--- src/verilog/fisl_cfg.svh ---
// fisl_cfg.svh: offsets, field positions, reset values and timing counts
// assumes 32-bit classic wishbone, one register per aligned word, mclk at 100 MHz
`ifndef FISL_CFG_SVH
`define FISL_CFG_SVH

// register indices; byte address is four times the index
`define FISL_IDX_TOP_REQ      10'h003
`define FISL_IDX_ALARM2_LATCH 10'h005
`define FISL_IDX_ERROR_LATCH  10'h006
`define FISL_IDX_OVFL_LATCH   10'h007
`define FISL_IDX_TIME_LATCH   10'h008
`define FISL_IDX_ALARM2_EN    10'h00d
`define FISL_IDX_ERROR_EN     10'h00e
`define FISL_IDX_OVFL_EN      10'h00f
`define FISL_IDX_TIME_EN      10'h010
`define FISL_IDX_MODE         10'h020
`define FISL_IDX_HOLD         10'h046

// alarm2 latch fields
`define FISL_A2_ONE_SECOND_TICK   0
`define FISL_A2_TXALIGN  1
`define FISL_A2_UNUSED   2
`define FISL_A2_TXCLK    3
`define FISL_A2_SHORT    4
`define FISL_A2_DENSITY  5
`define FISL_A2_LOOPUP   6
`define FISL_A2_LOOP_DEACTIVATE_CODE_EVT   7

// error latch fields
`define FISL_ER_FRAME    0
`define FISL_ER_MFAS     1
`define FISL_ER_SIGPAT   2
`define FISL_ER_CRC      3
`define FISL_ER_JITTER   4
`define FISL_ER_CLKADJ   5
`define FISL_ER_RXSLIP   6
`define FISL_ER_TXSLIP   7

// mode register fields
`define FISL_MD_E1       0
`define FISL_MD_CRCMODE  1
`define FISL_MD_AUTOADJ  2
`define FISL_MD_DENSITY  3
`define FISL_MD_PINIO    4

// hold register fields
`define FISL_HD_ALARM    0
`define FISL_HD_ERROR    1

`define FISL_RST_BYTE    8'h00
`define FISL_RST_MODE    8'h00
`define FISL_RST_HOLD    8'h03

`define FISL_CLK_NS      10
`define FISL_ONE_SECOND_TICK_NS   1000000000
`define FISL_ONE_SECOND_TICK_CYC  (`FISL_ONE_SECOND_TICK_NS / `FISL_CLK_NS)

`endif

--- src/verilog/fisl_pkg.sv ---
// fisl_pkg.sv: types shared by the status latch block and its bench
// assumes fisl_cfg.svh supplies every numeric constant
`default_nettype none
package fisl_pkg;

  // live levels of the dual-edge alarm detectors
  typedef struct packed {
    logic loop_deactivate_code_evt;
    logic loop_activate_code_evt;
    logic driver_short_evt;
    logic tx_clock_loss_evt;
    logic tx_align_loss_evt;
  } fisl_alarm2_live_s;

  // error sources; all levels or pulses on mclk, captured on rising edges
  typedef struct packed {
    logic tx_frame_slip;
    logic tx_uncontrolled_slip;
    logic rx_frame_slip;
    logic rx_uncontrolled_slip;
    logic jitter_clock_adjusting;
    logic tx_store_err;
    logic rx_store_err;
    logic block_checksum_err;
    logic signaling_pattern_err;
    logic multiframe_pattern_err;
    logic framing_bit_err;
  } fisl_error_src_s;

  // timebase markers in latch bit order, msb first
  typedef struct packed {
    logic tx_signaling_mf_mark;
    logic tx_sysbus_mf_mark;
    logic tx_multiframe_mark;
    logic tx_frame_mark;
    logic rx_signaling_update;
    logic rx_sysbus_mf_mark;
    logic rx_multiframe_mark;
    logic rx_frame_mark;
  } fisl_timebase_s;

  typedef logic [7:0] fisl_byte_t;

endpackage : fisl_pkg
`default_nettype wire

--- src/verilog/fisl_latches.sv ---
// fisl_latches.sv: four read-clear interrupt status latches with enables
// assumes event sources run on mclk; only the one-second pin is asynchronous
// Function
// RL1 - alarm2 bits catch both edges, except one-second tick and density flag
// RL2 - any live alarm2 change sets its bit, held per alarm hold mode
// RL3 - alarm2 event requests interrupt only when its enable bit set
// RL4 - density bit acts only with enforcement on, set by forced ones
// RL5 - one-second bit from internal timer or pin rising edge, per pin mode
// RL6 - loop-down, loop-up, short, tx clock, tx align flag any change
// RL7 - error bits rising edge, held per error hold mode, enable gates request
// RL8 - each slip bit set by frame slip or uncontrolled slip
// RL9 - clock error bit disabled without auto adjust, else follows adjustment activity
// RL10 - jitter bit flags either elastic store under-run or overflow
// RL11 - checksum error bit works only in crc modes, else reads zero
// RL12 - signaling and multiframe pattern bits only in e1, zero in t1
// RL13 - frame error bit set by framing bit or alignment pattern errors; code sets it from framing_bit_err alone
// RL14 - overflow bit latches at counter maximum only while its enable set
// RL15 - overflow bits held until the overflow register is read
// RL16 - overflow bit order: frame, alignment, severe, pattern, far-end, lcv, crc, framing
// RL17 - timebase bits rising edge, held until read, enable gates request
// RL18 - signaling and system bus multiframe markers latch at multiframe start
// RL19 - transmit multiframe marker latches at each transmit multiframe start
// RL20 - frame markers latch at each frame start
// RL21 - signaling update bit set by new stack signaling, cleared by read
// RL22 - receive multiframe marker latches at each received multiframe start
// RL23 - enabled event drives irq_n low and sets top request bit
// RL24 - software reads live status to tell rising from falling edge
// RL25 - unused alarm2 bit 2 always reads zero, writes ignored
`include "fisl_cfg.svh"
`timescale 1ns/1ns
`default_nettype none

module fisl_latches
  import fisl_pkg::*;
#(
  parameter int unsigned ONE_SECOND_TICK_CYCLES = `FISL_ONE_SECOND_TICK_CYC
)
(
  input  wire logic              mclk,
  input  wire logic              srst,
  input  wire logic              wb_cyc_i,
  input  wire logic              wb_stb_i,
  input  wire logic              wb_we_i,
  input  wire logic [11:0]       wb_adr_i,
  input  wire logic [3:0]        wb_sel_i,
  input  wire logic [31:0]       wb_dat_i,
  output var  logic [31:0]       wb_dat_o,
  output var  logic              wb_ack_o,
  input  wire fisl_alarm2_live_s alarm2_live_status,
  input  wire logic              tx_density_forced_evt,
  input  wire logic              one_second_pin,
  input  wire fisl_error_src_s   err_src,
  input  wire logic [7:0]        counter_at_max,
  input  wire fisl_timebase_s    timebase_src,
  output var  logic              one_second_tick,
  output var  logic              irq_n
);

  localparam int NREG = 4;

  logic [7:0]          alarm2_enable_q;
  logic [7:0]          error_enable_q;
  logic [7:0]          overflow_enable_q;
  logic [7:0]          timebase_enable_q;
  logic [7:0]          mode_q;
  logic [7:0]          hold_q;
  logic [3:0]          top_request_reg;
  logic [31:0]         latch_q;
  logic [31:0]         set_d;
  logic [NREG-1:0]     rd_clr;
  logic [NREG-1:0]     hold_en;
  logic [31:0]         rd_dat_d;
  logic                req;
  logic                wr_lo;
  logic [9:0]          idx;
  fisl_alarm2_live_s   live_prev_q;
  fisl_error_src_s     err_prev_q;
  logic [7:0]          cmax_prev_q;
  fisl_timebase_s      tb_prev_q;
  logic                pin_meta_q;
  logic                pin_sync_q;
  logic                pin_prev_q;
  logic [31:0]         sec_cnt_q;
  logic                sec_tick_q;
  logic                irq_n_q;
  logic [7:0]          a2_evt;
  logic [7:0]          er_evt;
  logic [7:0]          ov_evt;
  logic [7:0]          tb_evt;
  logic                slip_tx_now;
  logic                slip_tx_was;
  logic                slip_rx_now;
  logic                slip_rx_was;
  logic                jit_now;
  logic                jit_was;
  logic                sec_evt;
  logic [7:0]          a2_mask;
  logic [7:0]          er_mask;
  logic [31:0]         latch_vis;

  assign req   = wb_cyc_i && wb_stb_i && !wb_ack_o;
  assign idx   = wb_adr_i[11:2];
  assign wr_lo = req && wb_we_i && wb_sel_i[0];

  // bus answer: one cycle after the request, then dropped for one cycle
  always_ff @(posedge mclk)
  begin
    if (srst)
    begin
      wb_ack_o <= 1'b0;
      wb_dat_o <= 32'h0000_0000;
    end
    else
    begin
      wb_ack_o <= req;
      if (req && !wb_we_i)
      begin
        wb_dat_o <= rd_dat_d;
      end
    end
  end

  // unmapped indices read as zero and still answer
  always_comb
  begin
    rd_dat_d = 32'h0000_0000;
    case (idx)
      `FISL_IDX_TOP_REQ:      rd_dat_d[3:0] = top_request_reg;
      `FISL_IDX_ALARM2_LATCH: rd_dat_d[7:0] = latch_vis[7:0];
      `FISL_IDX_ERROR_LATCH:  rd_dat_d[7:0] = latch_vis[15:8];
      `FISL_IDX_OVFL_LATCH:   rd_dat_d[7:0] = latch_vis[23:16];
      `FISL_IDX_TIME_LATCH:   rd_dat_d[7:0] = latch_vis[31:24];
      `FISL_IDX_ALARM2_EN:    rd_dat_d[7:0] = alarm2_enable_q;
      `FISL_IDX_ERROR_EN:     rd_dat_d[7:0] = error_enable_q;
      `FISL_IDX_OVFL_EN:      rd_dat_d[7:0] = overflow_enable_q;
      `FISL_IDX_TIME_EN:      rd_dat_d[7:0] = timebase_enable_q;
      `FISL_IDX_MODE:         rd_dat_d[7:0] = mode_q;
      `FISL_IDX_HOLD:         rd_dat_d[7:0] = hold_q;
      default:                rd_dat_d = 32'h0000_0000;
    endcase
  end

  // software control registers; writes to latch registers are ignored
  always_ff @(posedge mclk)
  begin
    if (srst)
    begin
      alarm2_enable_q   <= `FISL_RST_BYTE;
      error_enable_q    <= `FISL_RST_BYTE;
      overflow_enable_q <= `FISL_RST_BYTE;
      timebase_enable_q <= `FISL_RST_BYTE;
      mode_q            <= `FISL_RST_MODE;
      hold_q            <= `FISL_RST_HOLD;
    end
    else if (wr_lo)
    begin
      case (idx)
        `FISL_IDX_ALARM2_EN: alarm2_enable_q   <= wb_dat_i[7:0];
        `FISL_IDX_ERROR_EN:  error_enable_q    <= wb_dat_i[7:0];
        `FISL_IDX_OVFL_EN:   overflow_enable_q <= wb_dat_i[7:0];
        `FISL_IDX_TIME_EN:   timebase_enable_q <= wb_dat_i[7:0];
        `FISL_IDX_MODE:      mode_q            <= wb_dat_i[7:0];
        `FISL_IDX_HOLD:      hold_q            <= wb_dat_i[7:0];
        default:             hold_q            <= hold_q;
      endcase
    end
  end

  // a read of a latch register clears it at the answering request edge
  always_comb
  begin
    rd_clr    = '0;
    rd_clr[0] = req && !wb_we_i && (idx == `FISL_IDX_ALARM2_LATCH);
    rd_clr[1] = req && !wb_we_i && (idx == `FISL_IDX_ERROR_LATCH);
    rd_clr[2] = req && !wb_we_i && (idx == `FISL_IDX_OVFL_LATCH);  // RL15
    rd_clr[3] = req && !wb_we_i && (idx == `FISL_IDX_TIME_LATCH);  // RL17
  end

  // overflow and timebase latches always hold until read
  // hold mode 0 lets alarm2 and error bits show only this cycle's event
  assign hold_en = {1'b1, 1'b1, hold_q[`FISL_HD_ERROR], hold_q[`FISL_HD_ALARM]}; // RL2 RL7 RL15

  // one-second pin is asynchronous; the first stage feeds only the second
  always_ff @(posedge mclk)
  begin
    if (srst)
    begin
      pin_meta_q <= 1'b0;
      pin_sync_q <= 1'b0;
      pin_prev_q <= 1'b0;
    end
    else
    begin
      pin_meta_q <= one_second_pin;
      pin_sync_q <= pin_meta_q;
      pin_prev_q <= pin_sync_q;
    end
  end

  // internal one-second timer; the parameter lets a bench shorten it
  always_ff @(posedge mclk)
  begin
    if (srst)
    begin
      sec_cnt_q  <= 32'h0000_0000;
      sec_tick_q <= 1'b0;
    end
    else if (sec_cnt_q == ONE_SECOND_TICK_CYCLES - 1)
    begin
      sec_cnt_q  <= 32'h0000_0000;
      sec_tick_q <= 1'b1;
    end
    else
    begin
      sec_cnt_q  <= sec_cnt_q + 32'h0000_0001;
      sec_tick_q <= 1'b0;
    end
  end

  assign sec_evt = mode_q[`FISL_MD_PINIO] ? (pin_sync_q && !pin_prev_q) : sec_tick_q; // RL5
  assign one_second_tick = sec_tick_q;

  // previous samples for edge detection
  always_ff @(posedge mclk)
  begin
    if (srst)
    begin
      live_prev_q <= '0;
      err_prev_q  <= '0;
      cmax_prev_q <= 8'h00;
      tb_prev_q   <= '0;
    end
    else
    begin
      live_prev_q <= alarm2_live_status;
      err_prev_q  <= err_src;
      cmax_prev_q <= counter_at_max;
      tb_prev_q   <= timebase_src;
    end
  end

  // alarm2: dual edge for detectors, single edge for tick and density
  // the latch keeps no edge direction; software reads the live detector levels
  always_comb
  begin
    a2_evt = 8'h00;
    a2_evt[`FISL_A2_LOOP_DEACTIVATE_CODE_EVT]  = alarm2_live_status.loop_deactivate_code_evt
                               ^ live_prev_q.loop_deactivate_code_evt;        // RL6 RL1 RL24
    a2_evt[`FISL_A2_LOOPUP]  = alarm2_live_status.loop_activate_code_evt
                               ^ live_prev_q.loop_activate_code_evt;          // RL6
    a2_evt[`FISL_A2_SHORT]   = alarm2_live_status.driver_short_evt
                               ^ live_prev_q.driver_short_evt;                // RL6
    a2_evt[`FISL_A2_TXCLK]   = alarm2_live_status.tx_clock_loss_evt
                               ^ live_prev_q.tx_clock_loss_evt;               // RL6
    a2_evt[`FISL_A2_TXALIGN] = alarm2_live_status.tx_align_loss_evt
                               ^ live_prev_q.tx_align_loss_evt;               // RL6
    a2_evt[`FISL_A2_DENSITY] = tx_density_forced_evt && mode_q[`FISL_MD_DENSITY]; // RL4
    a2_evt[`FISL_A2_ONE_SECOND_TICK]  = sec_evt;                                       // RL1
    a2_evt[`FISL_A2_UNUSED]  = 1'b0;                                          // RL25
  end

  // error sources are merged before edge detection so a slip seen as
  // both types at once still gives a single rising edge
  assign slip_tx_now = err_src.tx_frame_slip || err_src.tx_uncontrolled_slip;        // RL8
  assign slip_tx_was = err_prev_q.tx_frame_slip || err_prev_q.tx_uncontrolled_slip;
  assign slip_rx_now = err_src.rx_frame_slip || err_src.rx_uncontrolled_slip;        // RL8
  assign slip_rx_was = err_prev_q.rx_frame_slip || err_prev_q.rx_uncontrolled_slip;
  assign jit_now     = err_src.tx_store_err || err_src.rx_store_err;                 // RL10
  assign jit_was     = err_prev_q.tx_store_err || err_prev_q.rx_store_err;

  always_comb
  begin
    er_evt = 8'h00;
    er_evt[`FISL_ER_TXSLIP] = slip_tx_now && !slip_tx_was;                    // RL7
    er_evt[`FISL_ER_RXSLIP] = slip_rx_now && !slip_rx_was;
    er_evt[`FISL_ER_CLKADJ] = mode_q[`FISL_MD_AUTOADJ] && err_src.jitter_clock_adjusting
                              && !err_prev_q.jitter_clock_adjusting;          // RL9
    er_evt[`FISL_ER_JITTER] = jit_now && !jit_was;                            // RL10
    er_evt[`FISL_ER_CRC]    = mode_q[`FISL_MD_CRCMODE] && err_src.block_checksum_err
                              && !err_prev_q.block_checksum_err;              // RL11
    er_evt[`FISL_ER_SIGPAT] = mode_q[`FISL_MD_E1] && err_src.signaling_pattern_err
                              && !err_prev_q.signaling_pattern_err;           // RL12
    er_evt[`FISL_ER_MFAS]   = mode_q[`FISL_MD_E1] && err_src.multiframe_pattern_err
                              && !err_prev_q.multiframe_pattern_err;          // RL12
    er_evt[`FISL_ER_FRAME]  = err_src.framing_bit_err && !err_prev_q.framing_bit_err; // RL13
  end

  // mode-gated bits read zero and request nothing while their mode is off,
  // even when they were latched before software changed the mode
  always_comb
  begin
    a2_mask                  = 8'hff;
    a2_mask[`FISL_A2_DENSITY] = mode_q[`FISL_MD_DENSITY];                    // RL4
    er_mask                  = 8'hff;
    er_mask[`FISL_ER_CLKADJ] = mode_q[`FISL_MD_AUTOADJ];                     // RL9
    er_mask[`FISL_ER_CRC]    = mode_q[`FISL_MD_CRCMODE];                     // RL11
    er_mask[`FISL_ER_SIGPAT] = mode_q[`FISL_MD_E1];                          // RL12
    er_mask[`FISL_ER_MFAS]   = mode_q[`FISL_MD_E1];                          // RL12
  end

  assign latch_vis = latch_q & {8'hff, 8'hff, er_mask, a2_mask};

  // counter_at_max is wired in the overflow bit order, msb first; a masked
  // counter records nothing, so a later enable shows no stale overflow
  genvar go;
  generate
    for (go = 0; go < 8; go++)
    begin : g_ovfl
      assign ov_evt[go] = counter_at_max[go] && !cmax_prev_q[go] && overflow_enable_q[go]; // RL14 RL16
    end
  endgenerate

  // marker rising edges; rx_signaling_update rises once per stack update
  always_comb
  begin
    tb_evt[7] = timebase_src.tx_signaling_mf_mark && !tb_prev_q.tx_signaling_mf_mark; // RL17 RL18
    tb_evt[6] = timebase_src.tx_sysbus_mf_mark && !tb_prev_q.tx_sysbus_mf_mark; // RL18
    tb_evt[5] = timebase_src.tx_multiframe_mark && !tb_prev_q.tx_multiframe_mark; // RL19
    tb_evt[4] = timebase_src.tx_frame_mark && !tb_prev_q.tx_frame_mark; // RL20
    tb_evt[3] = timebase_src.rx_signaling_update && !tb_prev_q.rx_signaling_update; // RL21
    tb_evt[2] = timebase_src.rx_sysbus_mf_mark && !tb_prev_q.rx_sysbus_mf_mark; // RL18
    tb_evt[1] = timebase_src.rx_multiframe_mark && !tb_prev_q.rx_multiframe_mark; // RL22
    tb_evt[0] = timebase_src.rx_frame_mark && !tb_prev_q.rx_frame_mark; // RL20
  end

  // same byte order as latch_q: alarm2, error, overflow, timebase from lsb
  assign set_d = {tb_evt, ov_evt, er_evt, a2_evt};

  // one latch cell per bit; a set in the clearing cycle wins over the clear
  genvar gb;
  generate
    for (gb = 0; gb < NREG * 8; gb++)
    begin : g_bit
      always_ff @(posedge mclk)
      begin
        if (srst)
        begin
          latch_q[gb] <= 1'b0;
        end
        else if (hold_en[gb / 8])
        begin
          latch_q[gb] <= set_d[gb] || (latch_q[gb] && !rd_clr[gb / 8]);     // RL15 RL17
        end
        else
        begin
          // hold mode off: the bit shows only the current event
          latch_q[gb] <= set_d[gb];                                           // RL2 RL7
        end
      end
    end
  endgenerate

  // top request bits: alarm2, error, overflow, timebase from lsb
  always_comb
  begin
    top_request_reg[0] = |(latch_vis[7:0]   & alarm2_enable_q);               // RL3 RL23
    top_request_reg[1] = |(latch_vis[15:8]  & error_enable_q);                // RL7
    top_request_reg[2] = |(latch_vis[23:16] & overflow_enable_q);             // RL14
    top_request_reg[3] = |(latch_vis[31:24] & timebase_enable_q);             // RL17
  end

  // registered so the pin cannot glitch while request bits settle
  always_ff @(posedge mclk)
  begin
    if (srst)
    begin
      irq_n_q <= 1'b1;
    end
    else
    begin
      irq_n_q <= ~|top_request_reg;                                           // RL23
    end
  end

  assign irq_n = irq_n_q;

endmodule : fisl_latches

`default_nettype wire

--- config.mk ---
export PLATFORM = sky130hd
export DESIGN_NAME = fisl_latches
export DESIGN_NICKNAME = d
export VERILOG_FILES = /design/src/verilog/fisl_pkg.sv /design/src/verilog/fisl_latches.sv
export VERILOG_INCLUDE_DIRS = /design/src /design/src/verilog
export SDC_FILE = /design/constraint.sdc
export NUM_CORES = 1
export LEC_CHECK = 0
export ABC_AREA = 1
export BUFFER_PORTS_ARGS = -buffer_cell sky130_fd_sc_hd__buf_4
export CAP_MARGIN = 25
export CORE_MARGIN = 1.5
export CORE_UTILIZATION = 55
export CTS_BUF_LIST = sky130_fd_sc_hd__clkbuf_16
export CTS_CLUSTER_SIZE = 20
export DETAILED_ROUTE_END_ITERATION = 10
export PLACE_DENSITY = 0.89
export SLEW_MARGIN = 20
export SYNTH_ARGS = -nofsm -noshare
export SYNTH_HDL_FRONTEND = slang
export SYNTH_SLANG_ARGS = --single-unit
--- constraint.sdc ---
create_clock -name mclk -period 2 [get_ports mclk]
set_input_delay 0.3 -clock mclk [delete_from_list [all_inputs] [get_ports mclk]]
set_output_delay 0.3 -clock mclk [all_outputs]
set_load 0.02 [all_outputs]
# Word level (Yosys, flattened, before mapping)
# Cells that the tools add are included.
# Widths: inputs -> output; s select.
# op_classes
addsub,1
eq_ne,12
muxes,19
n_bitwise,11
n_reduce_logical,161
# op_table
cell,n
$logic_and 1x1->1,79
$pmux 4 s11,1
$eq 10x4->1 const B,4
$pmux 4 s10,1
$logic_or 1x1->1,37
$add 32x1->32 const B,1
$and 32x32->32,1
$and 8x8->8,4
$eq 32x27->1 const B,1
$logic_not 1->1,32
$reduce_or 32->1,1
$reduce_or 8->1,4
$eq 10x3->1 const B,3
$mux 1,17
$reduce_and 2->1,6
$eq 10x2->1 const B,1
$eq 10x5->1 const B,1
$eq 10x6->1 const B,1
$eq 10x7->1 const B,1
$xor 1x1->1,5
$reduce_or 2->1,2
$not 1->1,1
# totals
ff_bits,158
in_bits,87
out_inout_bits,35
word_cells,275

# Depth between registers and ports, before layout
# Gate-level depths: netlist of run 1.
# depth
ltp_word,8
mapped_depth,11
mapped_depth_nobuf,11

# Worst setup path before layout of run 1
# Ideal clock, no wire load.
# synth_path
path_kind,register -> register
startpoint,register sec_cnt_q[0]
endpoint,register sec_cnt_q[27]
setup_ns,0.120
t_arrival_ns,1.477
required_ns,1.880
slack_ns,0.404
path_stages_with_launch,10
n_path_buf,1
period_less_slack_ns,1.596
path_cell_list,dfxtp_1 -> ha_1 -> nand2_1 -> nor2_2 -> nand2_2 -> nor2_4 -> nand4_1 -> nand2_1 -> buf_2 -> a21oi_1
# synth_via
elab_chain_cells,2
elab_cells_between_ends,3
# synth_lines
element,line,text
"start, declared",fisl_latches.sv:83,logic [31:0] sec_cnt_q;
"start signal, assigned",fisl_latches.sv:215,sec_cnt_q <= sec_cnt_q + 32'h0000_0001;
branches (longest 2 deep; another with $add 32x1->32),-,
# Several ways; the timed one is not identified.
# A chain may end at the register's enable or synchronous reset.

# Worst setup path in the final report of run 1
# layout_path
startpoint,register wb_ack_o
endpoint,register mode_q[3]
# layout_via
elab_chain_cells,5
# layout_lines
element,line,text
"start, declared",fisl_latches.sv:48,"output var logic wb_ack_o,"
"start signal, assigned",fisl_latches.sv:115,wb_ack_o <= req;
$logic_not 1->1,fisl_latches.sv:101,assign req = wb_cyc_i && wb_stb_i && !wb_ack_o;
$logic_and 1x1->1,fisl_latches.sv:101,
$logic_and 1x1->1 (2 in a row),fisl_latches.sv:103,assign wr_lo = req && wb_we_i && wb_sel_i[0];
$reduce_and 2->1 (no source line),-,
"end signal, assigned",fisl_latches.sv:152,mode_q <= `FISL_RST_MODE;
"end signal, assigned",fisl_latches.sv:162,`FISL_IDX_MODE: mode_q <= wb_dat_i[7:0];
"end, declared",fisl_latches.sv:65,logic [7:0] mode_q;
# No other way between the ends.

==> summary.md, run 1 <==
| Metric | Value |
|---|---|
| CP max stage cell | `nor2_4` |
| WHS | `roughly 83 ps` |
| H-Tree Depth | `4` |
| Min-Delay Path Class | `in -> reg` |
| Resized cells post-CTS | `0` |
| Cell row count | `43` |
| Mean Syn Cell Area | `between 7 and 8 um^2` |
| DPL Wire Length | `around 15000 um` |
| Critical R2R Capture | `mode_q[3]` |
| Status | `completed` |
| Seq cells post-synth | `158` |
| CP bufs+invs | `1` |
| Die area | `about 15000 um^2` |
| Vias in the first global route | `6836` |
| Drt first pass iters | `6` |
| N_diodes | `0` |
| Yosys top cell by area | `dfxtp_1` |
| Grt total ovfl | `0` |
| RSZ-0062 raised after global routing | `false` |
| Setup CP Type | `reg -> reg` |
| EDFF count, synth | `0` |
| CP top delay family | `simple AND/OR/NAND/NOR gates` |
| Fillers | `1241` |
| Final routed DRC violation total | `0` |
| CORE AREA | `between 10000 and 15000 um^2` |
| Worst Setup Start Kind | `register` |
| Hold path depth | `3` |
| Most used DFF post-synth | `dfxtp_1` |
| Max Cap Viol | `0` |
| WL per Instance | `14.8 um` |
| Netlist cell types | `40` |
| R2r startpoint | `wb_ack_o` |
| Crit. End Element | `register` |
| Layout area overhead | `15.3%` |
| Die height | `121 um` |
| R2r setup slk | `150 ps` |
| Mapped Cells | `1098` |
| CTS buffer count | `17` |
| Data required, critical path | `2330 ps` |
| WHS Endpoint | `pin_meta_q` |
| Max-slew violation count | `0` |
| Final wirelength | `20100 um` |
| Final #Nets | `1253` |
| Fin Setup TNS | `0 ps` |
| Initial Util | `55.8%` |
| Static Leak | `between 3 and 4 nW` |
| Synth area leaders | `dfxtp_1 (41%), nand2_1 (10%), nor2_1 (7.3%)` |
| CP cell instances | `nand3b_4, nor2_2, inv_1, nor2_4, o21ai_0, a21oi_1` |
| Share of the synthesized area in the top cell type | `41.1%` |
| CTS root buffer | `clkbuf_16` |
| First-pass GRT wire length | `32800 um` |
| Count leader, synth | `nand2_1` |
| Critical Path AT | `2180 ps` |
| TritonCTS sink count | `158` |
| CP peak stage delay | `slightly below 400 ps` |
| Final period utilization | `92.4%` |
| Gp weighted congestion | `~0.97` |
| Peak Freq | `541 MHz` |
| Final Hold Vio Count | `0` |
| Post-layout minimum cycle time | `1850 ps` |
| Async set-reset flop share out of synthesis | `0%` |
| GRT Util Overall | `28.7%` |
| Insertion delay of the later-clocked pin in the worst-skew pair | `420 ps` |
| Clk slew on worst S/H paths | `roughly 60 ps` |
| I/O pins | `122` |
| P per Cell Area | `764 nW/um^2` |
| Longest Clk Path Bufs | `2` |
| Via count | `7274` |
| IO Port Bufs | `68` |
| R2R depth | `6` |
| Initial DRC Count | `approximately 800` |
| Hold Crit Start | `one_second_pin` |
| CTS tree | `yes` |
| Post-CTS setup buffers | `0` |
| Initial antenna violation count | `0` |
| Clock Skew | `6.36 ps` |
| Mapped Area | `7690 um^2` |
| Final ANT Viol Nets | `0` |
| Seq/Total Area, Yosys | `between 40 and 50%` |
| Worst VDD drop | `0.551 mV` |
| Largest net degree at the start of global routing | `89` |
| Synth cell count leaders | `nand2_1 (212), dfxtp_1 (158), nor2_1 (149)` |
| Hold Buf Count CTS | `0` |
| Vias per cell | `5.36` |
| Synth warnings | `0` |
| Max FO, Critical Path | `16` |
| Die X | `121 um` |
| Layout cell share with drive strength beyond 1 | `15.0%` |
| Final setup viols | `0` |
## metal layers
metal | share of wire [%] | routed length (um) | up-vias | track usage, %
met5 | 0 | 0 | - | 0
met3 | 7.3 | 1460 | 62 | 5.92
met4 | 3.9 | 787 | 0 | 13.5
li1 | - | - | 3624 | -
met2 | 49 | 9880 | 323 | 49.4
met1 | 40 | 7940 | 3265 | 34.2
## cells by family after synthesis
group	Yosys count	synth area share (%)
compound gates	147	10.8
xor+xnor	9	1.03
fa+ha+maj	1	0.163
buf+inv	205	11.9
flops	158	41.1
other cells	1	0.0488
simple gates	577	34.9
## sequential cells by signal (all words and copies together), names as in the netlist
signal             flops
irq_n                  1
tb_prev_q              8
err_prev_q            11
overflow_enable_q      8
cmax_prev_q            8
sec_cnt_q             32
live_prev_q            5
one_second_tick        1
error_enable_q         8
pin_sync_q             1
mode_q                 8
wb_ack_o               1
hold_q                 8
wb_dat_o               8
timebase_enable_q      8
latch_q               32
pin_meta_q             1
pin_prev_q             1
alarm2_enable_q        8
## final cells by class
class | instances | area [um^2] | share of cell area [%]
multi-input combinational | 758 | 3700 | 41.7
sequential | 158 | 3160 | 35.7
timing repair buffer | 82 | 666 | 7.51
inverter | 148 | 556 | 6.27
clock buffer | 17 | 425 | 4.80
tap | 180 | 225 | 2.54
clock inverter | 14 | 129 | 1.45
## layout by cell type, fill, tap and decap left out, types with 4 or more instances in the layout
cell,netlist,layout
nand2_1,212,212
inv_2,6,6
nand4_1,36,36
clkinv_2,0,5
o21ai_0,34,34
nor2_1,149,149
a21oi_1,85,85
buf_12,0,4
a211oi_1,8,8
dfxtp_1,158,158
a211oi_2,8,8
nand3_1,98,98
conb_1,1,24
nand3b_1,6,6
nand2_2,6,6
nor2_4,10,10
or2_2,8,8
buf_4,28,78
nor3_2,4,4
inv_1,142,144
nand3_2,5,5
xnor2_1,7,7
clkbuf_16,0,17
nor2_2,13,13
nor3_1,19,19
o21ai_1,7,7
## worst max-delay path by stage
| stage | to | cells past startpoint | slack (ps) | start |
|---|---|---|---|---|
| floorplan | sec_cnt_q[27] | 9 | 400 | sec_cnt_q[0] |
| finish | mode_q[3] | 6 | 150 | wb_ack_o |
| detailed placement | overflow_enable_q[4] | 7 | 180 | wb_adr_i[11] |
| CTS | mode_q[3] | 6 | 210 | wb_ack_o |
| global route | mode_q[3] | 6 | 100 | wb_ack_o |
| global placement | mode_q[4] | 8 | 250 | wb_adr_i[11] |
## tightest hold or removal path, stage by stage
cell and delay [ps]:
buf_4 80, inv_1 30, nor2_1 60
## per-stage QoR
stage / total power, mW / util (%) / cell area (um^2) / worst slack (ps) / std cells
floorplan: 3.61 / - / 7770 / 404 / 1121
global placement: 3.76 / 60.3 / 8310 / 250 / 1326
detailed placement: 3.77 / 60.3 / 8310 / 184 / 1326
CTS: 6.79 / 64.4 / 8860 / 211 / 1357
global route: 6.99 / 64.4 / 8860 / 96.4 / 1357
finish: 6.77 / 64.4 / 8860 / 151 / 1357
## where the power goes
| part | internal, mW | switching [mW] |
|---|---|---|
| clock | 1.81 | 1.25 |
| combinational | 0.164 | 0.282 |
| sequential | 3.22 | 0.0431 |
| total | 5.19 | 1.58 |
Power figures use the tool's default switching activity.
==> inputs of run 2 (changes only) <==
--- a/config.mk
+++ b/config.mk
@@ -6,7 +6,7 @@
 export SDC_FILE = /design/constraint.sdc
 export NUM_CORES = 1
 export LEC_CHECK = 0
-export ABC_AREA = 1
+export ABC_AREA = 0
 export BUFFER_PORTS_ARGS = -buffer_cell sky130_fd_sc_hd__buf_4
 export CAP_MARGIN = 25
 export CORE_MARGIN = 1.5
@@ -14,7 +14,7 @@
 export CTS_BUF_LIST = sky130_fd_sc_hd__clkbuf_16
 export CTS_CLUSTER_SIZE = 20
 export DETAILED_ROUTE_END_ITERATION = 10
-export PLACE_DENSITY = 0.89
+export PLACE_DENSITY = 0.9
 export SLEW_MARGIN = 20
 export SYNTH_ARGS = -nofsm -noshare
 export SYNTH_HDL_FRONTEND = slang
==> summary.md, run 2 <==
| Metric | Value |
|---|---|
| First-pass GRT wire length | `27900 um (-15%)` |
| CP bufs+invs | `1 (unchanged)` |
| Final routed DRC violation total | `0 (unchanged)` |
| Synth warnings | `0 (unchanged)` |
| Die X | `115 um (-4.9%)` |
| Insertion delay of the later-clocked pin in the worst-skew pair | `420 ps (about the same)` |
| CP cell instances | `nor4b_1, nand3_1, nor4_4, or2_2, buf_12, nor2_1` |
| Min-Delay Path Class | `in -> reg` |
| Max Cap Viol | `0 (unchanged)` |
| Seq/Total Area, Yosys | `45.6% (+4.5 points)` |
| Longest Clk Path Bufs | `2 (unchanged)` |
| Worst Setup Start Kind | `register` |
| Clk slew on worst S/H paths | `60 ps (about the same)` |
| Max-slew violation count | `0 (unchanged)` |
| Cell row count | `40 (-7.0%)` |
| RSZ-0062 raised after global routing | `false` |
| Vias in the first global route | `5387 (-21%)` |
| CTS tree | `yes` |
| CTS root buffer | `clkbuf_16` |
| Grt total ovfl | `0 (unchanged)` |
| Post-layout minimum cycle time | `1850 ps (+2.22 ps)` |
| Worst VDD drop | `0.748 mV (+36%)` |
| EDFF count, synth | `0 (unchanged)` |
| CP peak stage delay | `420 ps (+30 ps)` |
| Final #Nets | `928 (-26%)` |
| Drt first pass iters | `5 (-1)` |
| CTS buffer count | `17 (unchanged)` |
| IO Port Bufs | `68 (unchanged)` |
| Data required, critical path | `2320 ps (about the same)` |
| Clock Skew | `11.8 ps (+5.40 ps)` |
| Gp weighted congestion | `0.951 (-1.8%)` |
| Slew @ Worst Pin | `about 710 ps` |
| Peak Freq | `540 MHz (-0.12%)` |
| Final period utilization | `92.5% (+0.11 points)` |
| Mapped Cells | `742 (-32%)` |
| Final setup viols | `0 (unchanged)` |
| Initial Util | `57.0% (+1.2 points)` |
| Via count | `5833 (-20%)` |
| Slew headroom | `52.9%` |
| Share of the synthesized area in the top cell type | `45.6% (+4.5 points)` |
| Setup CP Type | `reg -> reg` |
| P per Cell Area | `826 nW/um^2 (+8.2%)` |
| Mapped Area | `6930 um^2 (-9.8%)` |
| Final ANT Viol Nets | `0 (unchanged)` |
| Synth area leaders | `dfxtp_1 (46%), mux2i_1 (7.9%), nor2_1 (6.6%)` |
| Mean Syn Cell Area | `9.34 um^2 (+33%)` |
| Layout cell share with drive strength beyond 1 | `19.3% (+4.4 points)` |
| Fillers | `914 (-26%)` |
| Die area | `13300 um^2 (-9.6%)` |
| Most used DFF post-synth | `dfxtp_1` |
| Final Hold Vio Count | `0 (unchanged)` |
| Commonest cells after routing, fill and taps aside | `dfxtp_1 (158), nor2_1 (122), buf_4 (107)` |
| DPL Wire Length | `12400 um (-15%)` |
| Status | `completed` |
| Critical Path AT | `2170 ps (about the same)` |
| Die height | `115 um (-4.9%)` |
| GRT Util Overall | `27.5% (-1.1 points)` |
| I/O pins | `122 (unchanged)` |
| Vias per cell | `5.71 (+6.6%)` |
| Synth cell count leaders | `dfxtp_1 (158), nor2_1 (122), mux2i_1 (55)` |
| Static Leak | `3.44 nW (-11%)` |
| Layout area overhead | `21.7%` |
| TritonCTS sink count | `158 (unchanged)` |
| Hold Buf Count CTS | `0 (unchanged)` |
| WL per Instance | `17.2 um (+16%)` |
| Commonest non-fill, non-tap cell in the layout | `dfxtp_1` |
| H-Tree Depth | `4 (unchanged)` |
| WHS | `82.0 ps (-1.00 ps)` |
| Area occupied by multi-input gates | `3460 um^2 (-6.4%)` |
| Seq cells post-synth | `158 (unchanged)` |
| Largest registers | `latch_q x32, sec_cnt_q x32, err_prev_q x11` |
| Post-CTS setup buffers | `0 (unchanged)` |
| CP max stage cell | `dfxtp_1` |
| Initial antenna violation count | `0 (unchanged)` |
| Yosys top cell by area | `dfxtp_1` |
| Final wirelength | `17600 um (-12%)` |
| Netlist cell types | `63 (+57%)` |
| Utilization after layout | `69.4% (+5.0 points)` |
| Max FO, Critical Path | `30 (+14)` |
| CORE AREA | `12200 um^2 (-12%)` |
| Count leader, synth | `dfxtp_1` |
| Largest net degree at the start of global routing | `48 (-46%)` |
| CP top delay family | `simple AND/OR/NAND/NOR gates` |
| Final Power | `6.97 mW (+3.0%)` |
| Register area | `3160 um^2 (unchanged)` |
| Async set-reset flop share out of synthesis | `0% (unchanged)` |
| Crit. End Element | `register` |
| Initial DRC Count | `548 (-31%)` |
| N_diodes | `0 (unchanged)` |
-- run 2: per-stage QoR --
step,area [um^2],TNS [ps],setup slack [ps],std cells
finish,8440,0,149,1021
global route,8440,0,61.3,1021
CTS,8420,0,64.4,1021
detailed placement,7820,-294,-53.9,989
global placement,7820,-72.9,-18.5,989
floorplan,7020,0,113,765
-- run 2: area by class of cell --
| class | count | share of cell area, % |
|---|---|---|
| inverters | 27 | 1.20 |
| flip-flops and latches | 158 | 37.5 |
| clock inverters | 15 | 2.02 |
| multi-input cells | 524 | 41.0 |
| clock buffers | 17 | 5.04 |
| well taps | 168 | 2.49 |
| repair buffers | 112 | 10.7 |
-- run 2: report_power, final --
part / switching [mW] / internal, mW
clock: 1.27 / 1.95
sequential: 0.0497 / 3.23
combinational: 0.268 / 0.198
total: 1.59 / 5.38
-- run 2: final timing paths --
| kind | startpoint | endpoint | slack [ps] | cells after the start |
|---|---|---|---|---|
| setup / recovery | sec_cnt_q[26] | sec_cnt_q[3] | 150 | 6 |
| hold / removal | one_second_pin | pin_meta_q | 80 | 2 |
| setup reg to reg | sec_cnt_q[26] | sec_cnt_q[3] | 150 | 6 |
| hold reg to reg | pin_meta_q | pin_sync_q | 450 | 1 |
-- run 2: metal layers --
metal	part of all wire [%]	GRT usage [%]	wire [um]	up-vias
li1	-	-	-	2780
met1	42	35.8	7460	2743
met2	46	44.1	8150	268
met3	8.1	6.54	1430	42
met4	3.1	11.5	551	0
met5	0	0	0	-
-- run 2: kinds of logic after synthesis --
logic type | after synthesis | share of synthesized area (%)
and+or+nand+nor | 291 | 22.4
buffers and inverters | 83 | 5.94
DFF | 158 | 45.6
xor gates and xnor gates | 34 | 4.30
muxes | 63 | 9.40
AOI/OAI and AO/OA | 111 | 12.1
adders and majority gates | 1 | 0.180
other | 1 | 0.0541
-- run 2: what timing repair did --
item,in CTS,in global routing
setup endpoints to repair,27,30
resized for setup,1,2
pin swaps,0,1
==> inputs of run 3 (changes only) <==
--- a/config.mk
+++ b/config.mk
@@ -9,12 +9,13 @@
 export ABC_AREA = 0
 export BUFFER_PORTS_ARGS = -buffer_cell sky130_fd_sc_hd__buf_4
 export CAP_MARGIN = 25
+export CORE_ASPECT_RATIO = 1.75
 export CORE_MARGIN = 1.5
-export CORE_UTILIZATION = 55
+export CORE_UTILIZATION = 50
 export CTS_BUF_LIST = sky130_fd_sc_hd__clkbuf_16
 export CTS_CLUSTER_SIZE = 20
 export DETAILED_ROUTE_END_ITERATION = 10
-export PLACE_DENSITY = 0.9
+export PLACE_DENSITY = 0.86
 export SLEW_MARGIN = 20
 export SYNTH_ARGS = -nofsm -noshare
 export SYNTH_HDL_FRONTEND = slang
==> constraint.sdc (replaced) <==
create_clock -name mclk -period 1.5 [get_ports mclk]
set_input_delay 0.225 -clock mclk [delete_from_list [all_inputs] [get_ports mclk]]
set_output_delay 0.225 -clock mclk [all_outputs]
set_load 0.02 [all_outputs]
==> summary.md, run 3 (synthesized netlist as in run 2, its figures left out) <==
| Metric | Value |
|---|---|
| Final Power | `9.44 mW (+35%)` |
| Final #Nets | `1040 (+12%)` |
| Cell row count | `56 (+40%)` |
| Final setup viols | `95 (+95)` |
| Final ANT Viol Nets | `0 (unchanged)` |
| Layout cell share with drive strength beyond 1 | `38.2% (+19 points)` |
| Final routed DRC violation total | `0 (unchanged)` |
| Crit. End Element | `register` |
| Final Hold Vio Count | `0 (unchanged)` |
| Gp weighted congestion | `1.02 (+7.3%)` |
| CTS tree | `yes` |
| GR Util met2 | `52.0% (+7.9 points)` |
| Initial Util | `51.5% (-5.5 points)` |
| Clk slew on worst S/H paths | `60 ps (about the same)` |
| Critical Path AT | `2140 ps (-30 ps)` |
| R2r setup slk | `-330 ps (-480 ps)` |
| WL per Instance | `20.2 um (+18%)` |
| Min-Delay Path Class | `in -> reg` |
| I/O pins | `122 (unchanged)` |
| Met3 GRT Util | `6.80% (+0.26 points)` |
| Initial DRC Count | `505 (-7.8%)` |
| Vias per cell | `5.83 (+2.1%)` |
| Layer with the highest usage | `met2` |
| Setup CP Type | `reg -> reg` |
| Final period utilization | `122% (+29 points)` |
| Peak Freq | `547 MHz (+1.3%)` |
| P per Cell Area | `954 nW/um^2 (+15%)` |
| Die height | `159 um (+38%)` |
| Drt first pass iters | `7 (+2)` |
| Data required, critical path | `1820 ps (-500 ps)` |
| R2r startpoint | `sec_cnt_q[8]` |
| Final wirelength | `23000 um (+31%)` |
| Worst Setup Start Kind | `register` |
| Area occupied by multi-input gates | `3970 um^2 (+14%)` |
| Status | `complete, but fails checks` |
| DPL Wire Length | `15200 um (+23%)` |
| Vias in the first global route | `6737 (+25%)` |
| Worst VDD drop | `0.790 mV (+5.7%)` |
| CTS root buffer | `clkbuf_16` |
| Post-layout minimum cycle time | `1830 ps (-23.6 ps)` |
| Largest registers | `latch_q x32, sec_cnt_q x32, err_prev_q x11` |
| Layout area overhead | `42.9%` |
| Design area | `9900 um^2 (+17%)` |
| Critical R2R Capture | `sec_cnt_q[4]` |
| R2R depth | `7 (+1)` |
| Area post-placement | `8680 um^2 (+11%)` |
| Commonest cells after routing, fill and taps aside | `buf_4 (193), dfxtp_1 (142), nor2_1 (110)` |
| Die area | `14600 um^2 (+9.9%)` |
| CTS buffer count | `17 (unchanged)` |
| Failing checks | `negative setup slack` |
| Largest net degree at the start of global routing | `45 (-6.3%)` |
| GRT Util Overall | `29.9% (+2.4 points)` |
| Insertion delay of the later-clocked pin in the worst-skew pair | `430 ps (about the same)` |
| Static Leak | `4.12 nW (+20%)` |
| Critical path launch point | `sec_cnt_q[8]` |
| Max Cap Viol | `0 (unchanged)` |
| Register area | `3190 um^2 (+0.71%)` |
| Fillers | `855 (-6.5%)` |
| Max FO, Critical Path | `5 (-83%)` |
| Commonest non-fill, non-tap cell in the layout | `buf_4` |
| Initial antenna violation count | `0 (unchanged)` |
| Die X | `92.0 um (-20%)` |
| End of the critical path | `sec_cnt_q[4]` |
| H-Tree Depth | `4 (unchanged)` |
| TritonCTS sink count | `158 (unchanged)` |
| Clock Skew | `9.50 ps (-2.26 ps)` |
| RSZ-0062 raised after global routing | `true` |
| Longest Clk Path Bufs | `2 (unchanged)` |
| Via count | `6639 (+14%)` |
| Final worst slack | `-327 ps (-476 ps)` |
| First-pass GRT wire length | `34000 um (+22%)` |
| N_diodes | `0 (unchanged)` |
| IO Port Bufs | `68 (unchanged)` |
| Max-slew violation count | `0 (unchanged)` |
| Met1 GRT Util | `29.4% (-6.4 points)` |
| CORE AREA | `13500 um^2 (+11%)` |
| Grt total ovfl | `0 (unchanged)` |
## run 3: repair_timing
item,CTS,global route
hold buffers,0,0
setup endpoints to repair,110,108
pin swaps,15,46
cloned,2,1
setup buffers,5,11
resized for setup,41,84
## run 3: final cells by class
cell class,count,share of cell area (%)
clock inverters,14,1.47
well taps,174,2.20
clock buffers,17,4.30
repair buffers,223,18.8
inverters,27,1.02
flip-flops and latches,158,32.2
multi-input cells,525,40.0
## run 3: worst min-delay path by stage
stage | from | endpoint | cells past startpoint
after CTS | one_second_pin | pin_meta_q | 2
after detailed placement | pin_meta_q | pin_sync_q | 1
after floorplan | srst | err_prev_q[1] | 1
after global routing | one_second_pin | pin_meta_q | 2
final | one_second_pin | pin_meta_q | 2
after global placement | pin_meta_q | pin_sync_q | 1
## run 3: per-layer routing
metal,vias to the layer above,routed length (um)
met5,-,0
met4,0,2200
met3,135,1410
met2,331,11800
met1,3168,7620
li1,3005,-
## run 3: where the power goes
part	leakage [nW]	switching [mW]	internal, mW
registers	1.30	0.0666	4.30
logic	2.55	0.460	0.397
clock network	0.271	1.78	2.44
## run 3: critical path: stages (launching register included)
cell and delay (ps):
dfxtp_1 370, nor4_2 380, nand2_1 150, nor4_4 310
or2_4 190, buf_6 120, clkbuf_16 150, nor2_2 40
## run 3: per-stage QoR
| stage | worst slack (ps) | hold slack, ps | std cells | TNS [ps] | utilization, % |
|---|---|---|---|---|---|
| 6_report | -327 | 13.4 | 1138 | -11200 | 73.6 |
| 5_1_grt | -379 | 13.7 | 1138 | -16920 | 73.6 |
| 4_1_cts | -139 | 5.32 | 1128 | -5070 | 70.6 |
| 3_5_place_dp | -285 | 430 | 1091 | -24250 | 64.5 |
| 3_3_place_gp | -233 | 430 | 1091 | -20380 | 64.5 |
| 2_1_floorplan | -158 | 308 | 765 | -10090 | - |
